File: config.mk
export PLATFORM = sky130hd
export DESIGN_NAME = cbsl_top
export DESIGN_NICKNAME = d
export VERILOG_FILES = /design/src/verilog/cbsl_pkg.sv /design/src/verilog/cbsl_top.sv
export SDC_FILE = /design/constraint.sdc
export NUM_CORES = 1
export LEC_CHECK = 0
export BUFFER_PORTS_ARGS = -buffer_cell sky130_fd_sc_hd__buf_2
export CAP_MARGIN = 20
export CORE_ASPECT_RATIO = 0.6
export CORE_UTILIZATION = 30
export DETAILED_ROUTE_END_ITERATION = 10
export GPL_ROUTABILITY_DRIVEN = 0
export GPL_TIMING_DRIVEN = 0
export PLACE_DENSITY = 0.58
export SLEW_MARGIN = 20
export SYNTH_ARGS = -nofsm -noshare
export SYNTH_HDL_FRONTEND = slang
export SYNTH_SLANG_ARGS = --single-unit
File: constraint.sdc
create_clock -name core_clk -period 3.85 [get_ports core_clk]
set_input_delay 0.5775 -clock core_clk [delete_from_list [all_inputs] [get_ports core_clk]]
set_output_delay 0.5775 -clock core_clk [all_outputs]
set_load 0.005 [all_outputs]
File: src/verilog/cbsl_pkg.sv
// Purpose: Shared constants and types for the commissioning button and status LED block
// Assumes: 50 MHz core clock, APB register access with 32-bit data
// Notes:   Times are in milliseconds; the block counts them on a 1 ms tick
package cbsl_pkg;
    localparam int unsigned CLK_HZ          = 50_000_000;
    localparam int unsigned MS_PER_S        = 1000;
    // Register byte offsets
    localparam logic [7:0]  ADDR_CTRL       = 8'h00;
    localparam logic [7:0]  ADDR_BLINK_TIME = 8'h04;
    localparam logic [7:0]  ADDR_JOIN_STAT  = 8'h08;
    localparam logic [7:0]  ADDR_SIM_BUTTON = 8'h0C;
    localparam logic [7:0]  ADDR_INT_STAT   = 8'h10;
    localparam logic [7:0]  ADDR_INT_MASK   = 8'h14;
    localparam logic [7:0]  ADDR_STATUS     = 8'h18;
    localparam logic [7:0]  ADDR_PERMIT     = 8'h1C;
    // Control field positions and reset values
    localparam int          CTRL_BTN_EN     = 0;
    localparam int          CTRL_LED_EN     = 1;
    localparam int          CTRL_COORD      = 2;
    localparam int          CTRL_FRAMED     = 3;
    localparam logic [3:0]  CTRL_RESET      = 4'h3;
    localparam logic [7:0]  BLINK_RESET     = 8'h00;
    localparam logic [7:0]  PERMIT_RESET    = 8'h00;
    localparam logic [7:0]  PERMIT_ALWAYS   = 8'hFF;
    localparam logic [7:0]  JOINED_CODE     = 8'h00;
    localparam logic [7:0]  FAIL_CODE_BASE  = 8'h20;
    localparam logic [7:0]  NODE_ID_FRAME   = 8'h95;
    // Interrupt bits
    localparam int          INT_PRESS       = 0;
    localparam int          INT_NODE_ID     = 1;
    localparam int          INT_JOIN_CHG    = 2;
    // Times in milliseconds; wake, permit and rapid times built from base times in seconds
    localparam int unsigned WAKE_TIME_S     = 30;
    localparam int unsigned PERMIT_TIME_S   = 60;
    localparam int unsigned RAPID_TIME_S    = 1;
    localparam logic [15:0] WAKE_MS         = 16'(WAKE_TIME_S * MS_PER_S);
    localparam logic [15:0] PERMIT_MS       = 16'(PERMIT_TIME_S * MS_PER_S);
    localparam logic [15:0] RAPID_MS        = 16'(RAPID_TIME_S * MS_PER_S);
    localparam logic [15:0] COORD_BLINK_MS  = 16'd500;
    localparam logic [15:0] OTHER_BLINK_MS  = 16'd250;
    localparam logic [15:0] BLINK_UNIT_MS   = 16'd10;
    localparam logic [15:0] RAPID_TOG_MS    = 16'd50;
    localparam logic [15:0] CODE_ON_MS      = 16'd300;
    localparam logic [15:0] CODE_OFF_MS     = 16'd300;
    localparam logic [15:0] DEBOUNCE_MS     = 16'd20;
    localparam logic [15:0] PRESS_GAP_MS    = 16'd600;
    localparam int unsigned TICK_CYCLES_DEF = CLK_HZ / MS_PER_S;

    typedef enum logic [4:0] {
        LED_UNJOINED = 5'b00001,
        LED_JOINED   = 5'b00010,
        LED_CODE_ON  = 5'b00100,
        LED_CODE_OFF = 5'b01000,
        LED_RAPID    = 5'b10000
    } cbsl_led_state_t;

    // Action requests to the network stack, one-cycle pulses
    typedef struct packed {
        logic nodeIdSend;
        logic permitJoinBcast;
        logic leaveNetwork;
        logic factoryReset;
        logic joinAttempt;
    } cbsl_stack_req_t;
endpackage : cbsl_pkg

File: src/verilog/cbsl_top.sv
// Purpose: Commissioning button decoder and network status LED driver with APB registers
// Assumes: All inputs synchronous to core_clk; stack acts on one-cycle request pulses
// Notes:   One clock domain; registers reached over APB
// Behaviour
// - Button presses act only while the button enable bit is 1; default on.
// - One press joined: stay awake 30 s and send node identification broadcast.
// - One press unjoined: stay awake 30 s and blink join-failure code.
// - Two presses joined: broadcast one-minute join permit; 0xFF permit setting ignores received permits.
// - Four presses: leave if joined, restore defaults, then attempt to join.
// - Software press count performs exactly the same actions as physical presses; here the software count also acts while the button enable bit is 0.
// - Framed host mode forwards received node identification as frame type 0x95.
// - LED enable 1 (default) drives the indicator pin; otherwise pin released.
// - Unjoined device holds the indicator pin steadily high.
// - Joined device toggles the indicator at the programmed blink interval.
// - Blink setting 0 gives 500 ms coordinator, 250 ms otherwise.
// - Failure code blink count equals join status code minus 0x20.
// - Received node identification blinks indicator rapidly 1 s, then normal.
// - Join status code 0 means joined; nonzero means not joined.
//
// Chosen here: the APB register port and the address map.
`timescale 1ns/1ns
module cbsl_top
    import cbsl_pkg::*;
#(
    parameter int unsigned TICK_CYCLES = TICK_CYCLES_DEF
) (
    input  wire logic            core_clk,
    input  wire logic            reset_n,
    input  wire logic            clkEn,
    // APB slave
    input  wire logic            psel,
    input  wire logic            penable,
    input  wire logic            pwrite,
    input  wire logic [7:0]      paddr,
    input  wire logic [31:0]     pwdata,
    output logic [31:0]          prdata,
    output logic                 pready,
    output logic                 pslverr,
    // Button and indicator
    input  wire logic            buttonPress_n,
    output logic                 ledOut,
    output logic                 ledOe,
    // Network stack side
    input  wire logic [7:0]      joinStatusCode,
    input  wire logic            nodeIdRx,
    input  wire logic            permitJoinRx,
    output cbsl_stack_req_t      stackReq,
    output logic                 awakeHold,
    output logic                 joinPermitOpen,
    output logic                 hostFrameValid,
    output logic [7:0]           hostFrameType,
    output logic                 irq
);
    localparam logic [31:0] TICK_LAST = 32'(TICK_CYCLES - 1);

    logic [3:0]             ctrl_q;
    logic [7:0]             blinkTime_q;
    logic [7:0]             joinPermitTime_q;
    logic [2:0]             intStat_q;
    logic [2:0]             intMask_q;
    logic [31:0]            tickCnt_q;
    logic                   msTick;
    logic                   joined;
    logic                   joinedPrev_q;
    logic                   apbWrite;
    logic                   apbRead;
    logic                   rdLatched_q;
    logic                   simWrite;
    logic                   btnDeb_q;
    logic [15:0]            debCnt_q;
    logic [2:0]             pressCnt_q;
    logic [15:0]            gapCnt_q;
    logic                   dispatch;
    logic [2:0]             dispCount;
    logic [2:0]             lastCount_q;
    logic                   codeReq;
    logic [15:0]            wakeCnt_q;
    logic [15:0]            permitCnt_q;
    cbsl_led_state_t        ledState_q;
    logic [15:0]            ledTimer_q;
    logic [15:0]            rapidCnt_q;
    logic [7:0]             codeLeft_q;
    logic [15:0]            blinkMs;

    // Known register offset check, used for the pslverr response
    function automatic logic addrMapped(input logic [7:0] a);
        case (a)
            ADDR_CTRL, ADDR_BLINK_TIME, ADDR_JOIN_STAT, ADDR_SIM_BUTTON,
            ADDR_INT_STAT, ADDR_INT_MASK, ADDR_STATUS, ADDR_PERMIT: addrMapped = 1'b1;
            default: addrMapped = 1'b0;
        endcase
    endfunction : addrMapped

    assign joined   = (joinStatusCode == JOINED_CODE);
    assign apbWrite = psel && penable && pready && pwrite;
    assign apbRead  = psel && !(penable && pready);
    assign simWrite = apbWrite && (paddr == ADDR_SIM_BUTTON);
    assign pready   = penable && clkEn && rdLatched_q;
    assign pslverr  = pready && !addrMapped(paddr);

    // Software press count takes the same path as a counted button burst
    assign dispatch  = simWrite || (pressCnt_q != 3'd0 && gapCnt_q == 16'd0);
    assign dispCount = simWrite ? pwdata[2:0] : pressCnt_q;
    assign codeReq   = dispatch && dispCount == 3'd1 && !joined;

    // Millisecond tick
    always_ff @(posedge core_clk or negedge reset_n) begin
        if (!reset_n) begin
            tickCnt_q <= 32'h0000_0000;
        end else if (clkEn) begin
            tickCnt_q <= (tickCnt_q >= TICK_LAST) ? 32'h0000_0000 : tickCnt_q + 32'd1;
        end
    end
    assign msTick = (tickCnt_q >= TICK_LAST);

    // APB read data latched in setup so it comes from flip-flops
    always_ff @(posedge core_clk or negedge reset_n) begin
        if (!reset_n) begin
            prdata      <= 32'h0000_0000;
            rdLatched_q <= 1'b0;
        end else if (clkEn) begin
            rdLatched_q <= apbRead;
            if (apbRead) begin
                case (paddr)
                    ADDR_CTRL:       prdata <= {28'h0000000, ctrl_q};
                    ADDR_BLINK_TIME: prdata <= {24'h000000, blinkTime_q};
                    ADDR_JOIN_STAT:  prdata <= {24'h000000, joinStatusCode};
                    ADDR_INT_STAT:   prdata <= {29'h00000000, intStat_q};
                    ADDR_INT_MASK:   prdata <= {29'h00000000, intMask_q};
                    ADDR_STATUS:     prdata <= {21'h000000, awakeHold, joinPermitOpen,
                                                ledState_q, ledOut, lastCount_q};
                    ADDR_PERMIT:     prdata <= {24'h000000, joinPermitTime_q};
                    default:         prdata <= 32'h0000_0000;
                endcase
            end
        end
    end

    // Configuration registers; four presses restore defaults except the interrupt mask
    always_ff @(posedge core_clk or negedge reset_n) begin
        if (!reset_n) begin
            ctrl_q           <= CTRL_RESET;
            blinkTime_q      <= BLINK_RESET;
            joinPermitTime_q <= PERMIT_RESET;
            intMask_q        <= 3'h0;
        end else if (clkEn) begin
            if (dispatch && dispCount == 3'd4) begin
                ctrl_q           <= CTRL_RESET;
                blinkTime_q      <= BLINK_RESET;
                joinPermitTime_q <= PERMIT_RESET;
            end else if (apbWrite) begin
                case (paddr)
                    ADDR_CTRL:       ctrl_q <= pwdata[3:0];
                    ADDR_BLINK_TIME: blinkTime_q <= pwdata[7:0];
                    ADDR_INT_MASK:   intMask_q <= pwdata[2:0];
                    ADDR_PERMIT:     joinPermitTime_q <= pwdata[7:0];
                    default:         ;
                endcase
            end
        end
    end

    // Sticky interrupt status, write one to clear, set wins
    always_ff @(posedge core_clk or negedge reset_n) begin
        if (!reset_n) begin
            intStat_q    <= 3'h0;
            joinedPrev_q <= 1'b0;
        end else if (clkEn) begin
            joinedPrev_q <= joined;
            intStat_q    <= (intStat_q & ~((apbWrite && paddr == ADDR_INT_STAT) ?
                                           pwdata[2:0] : 3'h0))
                            | {joined != joinedPrev_q, nodeIdRx, dispatch};
        end
    end
    assign irq = |(intStat_q & intMask_q);

    // Debounce and press grouping
    always_ff @(posedge core_clk or negedge reset_n) begin
        if (!reset_n) begin
            btnDeb_q   <= 1'b0;
            debCnt_q   <= 16'h0000;
            pressCnt_q <= 3'h0;
            gapCnt_q   <= 16'h0000;
        end else if (clkEn) begin
            if (btnDeb_q == !buttonPress_n) begin
                debCnt_q <= 16'h0000;
            end else if (msTick) begin
                debCnt_q <= debCnt_q + 16'd1;
            end
            if (dispatch && !simWrite) begin
                pressCnt_q <= 3'h0;
            end
            if (btnDeb_q != !buttonPress_n && msTick && debCnt_q >= DEBOUNCE_MS) begin
                btnDeb_q <= !buttonPress_n;
                debCnt_q <= 16'h0000;
                if (!buttonPress_n && ctrl_q[CTRL_BTN_EN]) begin
                    pressCnt_q <= (pressCnt_q == 3'd7) ? 3'd7 : pressCnt_q + 3'd1;
                    gapCnt_q   <= PRESS_GAP_MS;
                end
            end else if (btnDeb_q && gapCnt_q != 16'h0000) begin
                gapCnt_q <= PRESS_GAP_MS;      // Gap runs from release
            end else if (msTick && gapCnt_q != 16'h0000) begin
                gapCnt_q <= gapCnt_q - 16'd1;
            end
        end
    end

    // Press actions toward the stack
    always_ff @(posedge core_clk or negedge reset_n) begin
        if (!reset_n) begin
            stackReq       <= '0;
            lastCount_q    <= 3'h0;
            hostFrameValid <= 1'b0;
            hostFrameType  <= 8'h00;
        end else if (clkEn) begin
            stackReq       <= '0;
            hostFrameValid <= 1'b0;
            if (dispatch) begin
                lastCount_q <= dispCount;
                case (dispCount)
                    3'd1: stackReq.nodeIdSend <= joined;
                    3'd2: stackReq.permitJoinBcast <= joined;
                    3'd4: begin
                        stackReq.leaveNetwork <= joined;
                        stackReq.factoryReset <= 1'b1;
                        stackReq.joinAttempt  <= 1'b1;
                    end
                    default: ;
                endcase
            end
            if (nodeIdRx && ctrl_q[CTRL_FRAMED]) begin
                hostFrameValid <= 1'b1;
                hostFrameType  <= NODE_ID_FRAME;
            end
        end
    end

    // Stay-awake and join-permit windows
    always_ff @(posedge core_clk or negedge reset_n) begin
        if (!reset_n) begin
            wakeCnt_q   <= 16'h0000;
            permitCnt_q <= 16'h0000;
        end else if (clkEn) begin
            if (dispatch && dispCount == 3'd1) begin
                wakeCnt_q <= WAKE_MS;
            end else if (msTick && wakeCnt_q != 16'h0000) begin
                wakeCnt_q <= wakeCnt_q - 16'd1;
            end
            if ((dispatch && dispCount == 3'd2 && joined) ||
                (permitJoinRx && joinPermitTime_q != PERMIT_ALWAYS)) begin
                permitCnt_q <= PERMIT_MS;
            end else if (msTick && permitCnt_q != 16'h0000) begin
                permitCnt_q <= permitCnt_q - 16'd1;
            end
        end
    end
    assign awakeHold      = (wakeCnt_q != 16'h0000);
    assign joinPermitOpen = (permitCnt_q != 16'h0000) ||
                            (joinPermitTime_q == PERMIT_ALWAYS);

    assign blinkMs = (blinkTime_q == 8'h00) ?
                     (ctrl_q[CTRL_COORD] ? COORD_BLINK_MS : OTHER_BLINK_MS) :
                     16'(blinkTime_q * BLINK_UNIT_MS);

    // Indicator state machine
    always_ff @(posedge core_clk or negedge reset_n) begin
        if (!reset_n) begin
            ledState_q <= LED_UNJOINED;
            ledOut     <= 1'b1;
            ledTimer_q <= 16'h0000;
            rapidCnt_q <= 16'h0000;
            codeLeft_q <= 8'h00;
        end else if (clkEn) begin
            if (msTick) begin
                ledTimer_q <= ledTimer_q + 16'd1;
            end
            if (nodeIdRx && ctrl_q[CTRL_LED_EN]) begin
                ledState_q <= LED_RAPID;
                ledTimer_q <= 16'h0000;
                rapidCnt_q <= 16'h0000;
            end else if (codeReq && joinStatusCode > FAIL_CODE_BASE) begin
                ledState_q <= LED_CODE_OFF;
                ledOut     <= 1'b0;
                ledTimer_q <= 16'h0000;
                codeLeft_q <= joinStatusCode - FAIL_CODE_BASE;
            end else begin
                case (ledState_q)
                    LED_UNJOINED: begin
                        ledOut <= 1'b1;
                        if (joined) begin
                            ledState_q <= LED_JOINED;
                            ledTimer_q <= 16'h0000;
                        end
                    end
                    LED_JOINED: begin
                        if (!joined) begin
                            ledState_q <= LED_UNJOINED;
                            ledOut     <= 1'b1;
                        end else if (msTick && ledTimer_q + 16'd1 >= blinkMs) begin
                            ledOut     <= !ledOut;
                            ledTimer_q <= 16'h0000;
                        end
                    end
                    LED_CODE_OFF: begin
                        if (msTick && ledTimer_q + 16'd1 >= CODE_OFF_MS) begin
                            ledTimer_q <= 16'h0000;
                            if (codeLeft_q == 8'h00) begin
                                ledState_q <= LED_UNJOINED;
                                ledOut     <= 1'b1;
                            end else begin
                                ledState_q <= LED_CODE_ON;
                                ledOut     <= 1'b1;
                                codeLeft_q <= codeLeft_q - 8'd1;
                            end
                        end
                    end
                    LED_CODE_ON: begin
                        if (msTick && ledTimer_q + 16'd1 >= CODE_ON_MS) begin
                            ledState_q <= LED_CODE_OFF;
                            ledOut     <= 1'b0;
                            ledTimer_q <= 16'h0000;
                        end
                    end
                    LED_RAPID: begin
                        if (msTick) begin
                            rapidCnt_q <= rapidCnt_q + 16'd1;
                        end
                        if (msTick && rapidCnt_q + 16'd1 >= RAPID_MS) begin
                            ledState_q <= joined ? LED_JOINED : LED_UNJOINED;
                            ledOut     <= 1'b1;
                            ledTimer_q <= 16'h0000;
                        end else if (msTick && ledTimer_q + 16'd1 >= RAPID_TOG_MS) begin
                            ledOut     <= !ledOut;
                            ledTimer_q <= 16'h0000;
                        end
                    end
                    default: begin
                        ledState_q <= LED_UNJOINED;
                        ledOut     <= 1'b1;
                    end
                endcase
            end
        end
    end
    assign ledOe = ctrl_q[CTRL_LED_EN];

endmodule : cbsl_top

==> results of run 1 <==
[state kept, by name, summed over array words and instances, names as in the netlist, 11 cells and up]
register	cells
permitCnt_q	16
debCnt_q	16
ledTimer_q	16
prdata	11
tickCnt_q	32
wakeCnt_q	16
gapCnt_q	16
rapidCnt_q	16
[area by class of cell]
type | instances | share of cell area, %
multi-input combinational | 1047 | 47.9
sequential | 194 | 35.3
tap | 522 | 4.73
buffer | 81 | 3.27
timing repair buffer | 70 | 3.13
clock buffer | 17 | 3.08
inverter | 56 | 1.52
clock inverter | 15 | 1.09
[path summary, 6_finish.rpt]
kind                           startpoint        endpoint  slack, ps  cells after the start
max                        blinkTime_q[3]  ledTimer_q[12]        110                     18
min                               reset_n   ledTimer_q[7]         50                      1
max reg2reg                blinkTime_q[3]  ledTimer_q[12]        110                     18
min reg2reg                     prdata[3]       prdata[3]        490                      2
max in group asynchronous         reset_n          ledOut       2990                      2
min in group core_clk       buttonPress_n        btnDeb_q        380                      2
[per-stage QoR]
| step | utilization, % | setup slack, ps |
|---|---|---|
| after floorplan | - | 66.4 |
| after global placement | 33.1 | -1280 |
| after detailed placement | 33.2 | -868 |
| after CTS | 35.0 | 11.9 |
| after global routing | 35.4 | -31.7 |
| final | 35.4 | 107 |
[where the power goes]
part,leakage [nW],switching [mW],internal [mW]
logic,3.18,0.463,0.254
registers,2.59,0.0730,2.11
clock network,0.277,0.881,0.911
total,6.05,1.42,3.27
[cells in the final DEF, fill, tap and decap left out, drive strengths merged, types with 16 or more instances in the layout]
master	count
nand2	142
a21oi	66
nand4	24
xor2	35
xnor2	46
nor3	46
inv	61
nand2b	16
conb	25
and3	27
nor2	154
nor4	34
buf	122
or3	16
clkbuf	46
dfrtp	190
nand3	57
ha	36
o21ai	100
[what timing repair did]
item                                    4_1_cts  5_1_grt
endpoints found under the setup margin       17       28
buffers inserted                              6        3
pin swaps                                     7       15
gates resized for setup                      11       23
hold endpoints to repair                      0        0
[metal layers]
metal / up-vias / track usage (%) / part of all wire (%)
li1: 5048 / - / -
met3: 25 / 5.15 / 8.9
met2: 414 / 23.3 / 40
met1: 5186 / 27.2 / 50
met4: 0 / 3.83 / 1.0
met5: - / 0 / 0
[cells by family (layout without fill, tap and decap cells)]
kind of cell / after synthesis / count (layout) / synth area share, %
other cells: 1 / 25 / 0.0316
compound gates: 311 / 311 / 17.8
buf+inv: 137 / 239 / 5.57
simple gates: 582 / 582 / 24.4
xor+xnor: 81 / 81 / 5.98
mux: 11 / 11 / 1.28
flops: 194 / 194 / 41.0
fa+ha+maj: 37 / 37 / 3.96
==> metrics, run 1 <==
status finished clean; Routed Antenna Nets 0; Leak roughly 6.1 nW; Post-DP HPWL approximately 26000 um; CP Class flip-flop to flip-flop; Placed Cells just under 2000; top achievable clock speed 0.267 GHz; die height roughly 160 um; worst-path fanout max 7; CP max stage cell dfrtp_2; final WL between 30000 and 40000 um; period utilization a little over nine tenths; non-filler cells, final roughly 2000; row count between 50 and 60; CTS Buf Count 17; Die ar. 40400 sq um; clock slew at reported path FFs 80 ps; # diodes 0; WHS 48.3 ps; hold buffers post-CTS 0; YS warnings 0; Slew Limit Fails 0; syn_area_per_cell 8.76 sq um; # clock sinks a little under 200; most common cell in the netlist dfrtp_1; vias in the first global route roughly 9600; WL per Instance around 17 um; number of port buffers 59; PwrDens around 340 nW/um^2; Worst setup EP type flip-flop; synthesized flop and latch total slightly below 200; GRT Residual Overflow 0; die width 259 um; Hold Crit Class primary input to asynchronous set/reset pin; Slew headroom 31.1%; I/O pin count 110; setup TNS 0 ps; Core ar. 39000 sq um; Final min period approximately 3700 ps; starting density of the core 30.4%; final setup fails 0; drt drc 0; unrepaired setup endpoints after global routing yes; cell area after layout roughly 14000 sq um; Cell variety after synth around 100; Final Hold Fails 0; family with the most delay on the worst path compound AO/OA/AOI/OAI gates; drt first pass iters 7; slowest stage delay, CP about 440 ps; Tot GR Track Use roughly 18%; post-layout net count about 1600; post-synthesis cell count ~1400; CTS root buf clkbuf_16; ys async rst share between 90% and 100%; top cell type's share of synthesized area around two fifths; CTS HTree Levels 4; Worst Tran Pin Value roughly 1000 ps; post-synth top area cell dfrtp_1; Peak VDD IR around 330 uV; worst clock skew 13.9 ps; Seq/Total Area, Yosys 41.0%; synth cell count leaders 190 x dfrtp_1, 152 x nor2_1, 140 x nand2_1; EDFF count, synth 0; largest net degree at the start of global routing between 80 and 90; clock tree buffer depth 2; Design Power between 4 and 5 mW; initial antenna violation count 0; fillers approximately 4000; fraction of layout cells with a size suffix above 1 14.9%; area occupied by multi-input gates around 6600 sq um; Cell Chain, Critical Path ha_4 -> ha_4 -> fa_2 -> a21oi_2 -> nor2_1 -> nor2_1 -> o21bai_1 -> a21oi_1 -> xnor2_1 -> nand2_1 -> ha_4 -> o2111ai_2 -> a21o_1 -> a41oi_4 -> a22oi_2 -> buf_6 -> o211ai_4 -> o221ai_1; worst-skew pair later-pin latency 460 ps; Area Growth Syn to Fin 16.3%; routed via count 10673; Mapped Area 11900 sq um; worst path required time ~4200 ps; synth top area cells dfrtp_1 40%, nor2_1 4.8%, nand2_1 4.4%; dpl cell area approximately 13000 sq um; Arr. time, crit path between 4000 and 5000 ps; startpoint types flip-flop; 1st-iter DRT viols around 960; top_reg_cell synth dfrtp_1; DR vias/cell around 5.3; first-pass GRT wire length about 55000 um; CTS tree built; Buf/Inv on CP 1; max_cap viols 0; crit-path most repeated cell ha_4; register area 4870 sq um
(Power assumes the default switching activity.)
==> run 2, diff against run 1 <==
--- a/config.mk
+++ b/config.mk
@@ -12,7 +12,7 @@
 export DETAILED_ROUTE_END_ITERATION = 10
 export GPL_ROUTABILITY_DRIVEN = 0
 export GPL_TIMING_DRIVEN = 0
-export PLACE_DENSITY = 0.58
+export PLACE_DENSITY = 0.56
 export SLEW_MARGIN = 20
 export SYNTH_ARGS = -nofsm -noshare
 export SYNTH_HDL_FRONTEND = slang
==> constraint.sdc (replaced) <==
create_clock -name core_clk -period 4 [get_ports core_clk]
set_input_delay 0.6 -clock core_clk [delete_from_list [all_inputs] [get_ports core_clk]]
set_output_delay 0.6 -clock core_clk [all_outputs]
set_load 0.005 [all_outputs]
==> run 2 against run 1 <==
  * Maximum frequency fell by 2.1%
  * Critical path depth shrank 1
  * Largest power group unchanged
  * Setup slack gained 68 ps
  * Clock skew is 2.7 ps lower
==> metrics, run 2 (synthesis gave the netlist of run 1 again) <==
Worst setup EP type flip-flop; Leak 6.03 nW (-0.28%); WHS 374 ps (+326 ps); Final min period 3820 ps (+81.7 ps); Crit Reg-Reg Startpoint blinkTime_q[2]; hold-critical path depth 3; Reg with most FFs tickCnt_q; initial antenna violation count 2 (+2); RR Endpoint ledTimer_q[15]; final WL 36000 um (+2.9%); pre-CTS setup slack -590 ps (+278 ps); PwrDens 325 nW/um^2 (-4.5%); startpoint types flip-flop; 1st-iter DRT viols 967 (+0.52%); post-layout util 35.2% (-0.21 points); WL per Instance 18.0 um (+2.8%); crit-path most repeated cell ha_1; GRT Residual Overflow 0 (unchanged); Core ar. 39000 sq um (unchanged); drt drc 0 (unchanged); largest net degree at the start of global routing 89 (+4.7%); Largest register FFs 32 (unchanged); clock tree buffer depth 2 (unchanged); Die ar. 40400 sq um (unchanged); Design Power 4.45 mW (-5.1%); Worst Setup SP blinkTime_q[2]; worst clock skew 11.1 ps (-2.72 ps); clock slew at reported path FFs 70 ps (about the same); met1 WL 18800 um (+6.7%); Worst Tran Pin Value 1020 ps (-0.238 ps); CTS tree built; Post-DP HPWL 27200 um (+2.8%); I/O pin count 110 (unchanged); row count 56 (unchanged); Routed Antenna Nets 0 (unchanged); Arr. time, crit path 4190 ps (+140 ps); Slew Limit Fails 0 (unchanged); worst-skew pair later-pin latency 460 ps (about the same); Area Growth Syn to Fin 15.6%; fraction of layout cells with a size suffix above 1 14.1% (-0.75 points); Hold Path Origin pwdata[3]; Hold EP ctrl_q[3]; # clock sinks 194 (unchanged); unrepaired setup endpoints after global routing no; max_cap viols 0 (unchanged); cells on worst reg2reg path 17 (-1); DR vias/cell 5.27 (-1.2%); post-layout net count 1562 (+0.064%); CTS root buf clkbuf_16; status finished clean; CP Class flip-flop to flip-flop; most frequent cells in the layout 187 x dfrtp_1, 151 x nor2_1, 140 x nand2_1; CP max stage cell dfrtp_2; top achievable clock speed 0.261 GHz (-2.1%); routed via count 10555 (-1.1%); vias in the first global route 9775 (+1.8%); slowest stage delay, CP 470 ps (+30 ps); max layer used met4; Final Hold Fails 0 (unchanged); most common cell after layout, fill and taps aside dfrtp_1; Tot GR Track Use 18.3% (+0.73 points); WL met3 2620 um (-15%); Slew headroom 31.7% (+0.67 points); period utilization 95.6% (-1.6 points); worst-path fanout max 5 (-2); final setup fails 0 (unchanged); Hold Crit Class primary input to flip-flop; first-pass GRT wire length 56900 um (+3.1%); met2 wire length 13800 um (-0.41%); CTS Buf Count 17 (unchanged); drt first pass iters 5 (-2); Peak VDD IR 293 uV (-10%); Cell Chain, Critical Path ha_1 -> ha_1 -> a21o_1 -> a21oi_2 -> o21bai_1 -> a21oi_1 -> nor2b_1 -> o21ai_0 -> ha_1 -> o2111ai_1 -> a21o_1 -> a41oi_2 -> a22oi_2 -> buf_4 -> buf_4 -> nor2_1 -> o32ai_1; r2r setup slk 180 ps (+70 ps); number of port buffers 59 (unchanged); starting density of the core 30.4% (unchanged); Setup WS post-layout 175 ps (+68.3 ps); die height 156 um (unchanged); die width 259 um (unchanged); worst path required time 4360 ps (+200 ps); fillers 4051 (+1.4%); CTS HTree Levels 4 (unchanged); setup TNS 0 ps (unchanged)
run 2: cell types whose count changed in the layout (fill, tap and decap cells not counted), sizes merged:
cell / before / now
buf: 122 / 123
inv: 61 / 58
bufinv: 1 / 0
diode: 0 / 1
clkinv: 6 / 4
clkinvlp: 3 / 4
dlygate4sd3: 0 / 1
clkbuf: 46 / 50
run 2: repair_timing:
item / in CTS / in global routing
endpoints found under the hold margin: 19 / 0
hold buffers: 1 / 0
setup endpoints to repair: 16 / 18
setup buffers: 5 / 3
pin swaps: 8 / 11
resized for setup: 6 / 15
run 2: critical path: cells and delay by family, from the launching register on:
kind                     cells  cell delay [ps]
flip-flops                   1              470
AND/OR/NAND/NOR              2              110
buffers and inverters        2              270
adder cells (fa/ha/maj)      3              980
AO/OA/AOI/OAI               10             1880
run 2: power breakdown:
part | internal (mW) | switching (mW)
Combinational | 0.254 | 0.433
Sequential | 2.03 | 0.0723
Clock | 0.850 | 0.815
run 2: worst max-delay path by stage:
stage | to | slack (ps) | cells past startpoint
detailed placement | ledTimer_q[14] | -590 | 17
floorplan | ledTimer_q[14] | 220 | 17
finish | ledTimer_q[15] | 180 | 17
CTS | ledTimer_q[14] | -60 | 17
global route | ledTimer_q[15] | 8 | 17
global placement | gapCnt_q[7] | -1160 | 1
run 2: cell type report:
type / count / area, sq um / share of cell area (%)
clock inverters: 10 / 75.1 / 0.547
clock buffers: 22 / 474 / 3.46
multi-input cells: 1047 / 6550 / 47.7
repair buffers: 71 / 442 / 3.22
plain buffers: 81 / 450 / 3.28
flip-flops and latches: 194 / 4860 / 35.4
well taps: 522 / 653 / 4.76
inverters: 56 / 210 / 1.53
diodes: 1 / 2.50 / 0.0182
run 2: metrics by stage:
step / cells / area (sq um)
3_3_place_gp: 1959 / 12900
4_1_cts: 2000 / 13600
6_report: 2004 / 13700
3_5_place_dp: 1962 / 13000
2_1_floorplan: 1378 / 12000
5_1_grt: 2004 / 13700
run 2: layer usage:
metal  track usage (%)  vias up
met5                 0        -
met4              5.47        0
met3              4.29       40
met2              23.7      318
met1              29.0     5133
li1                  -     5064
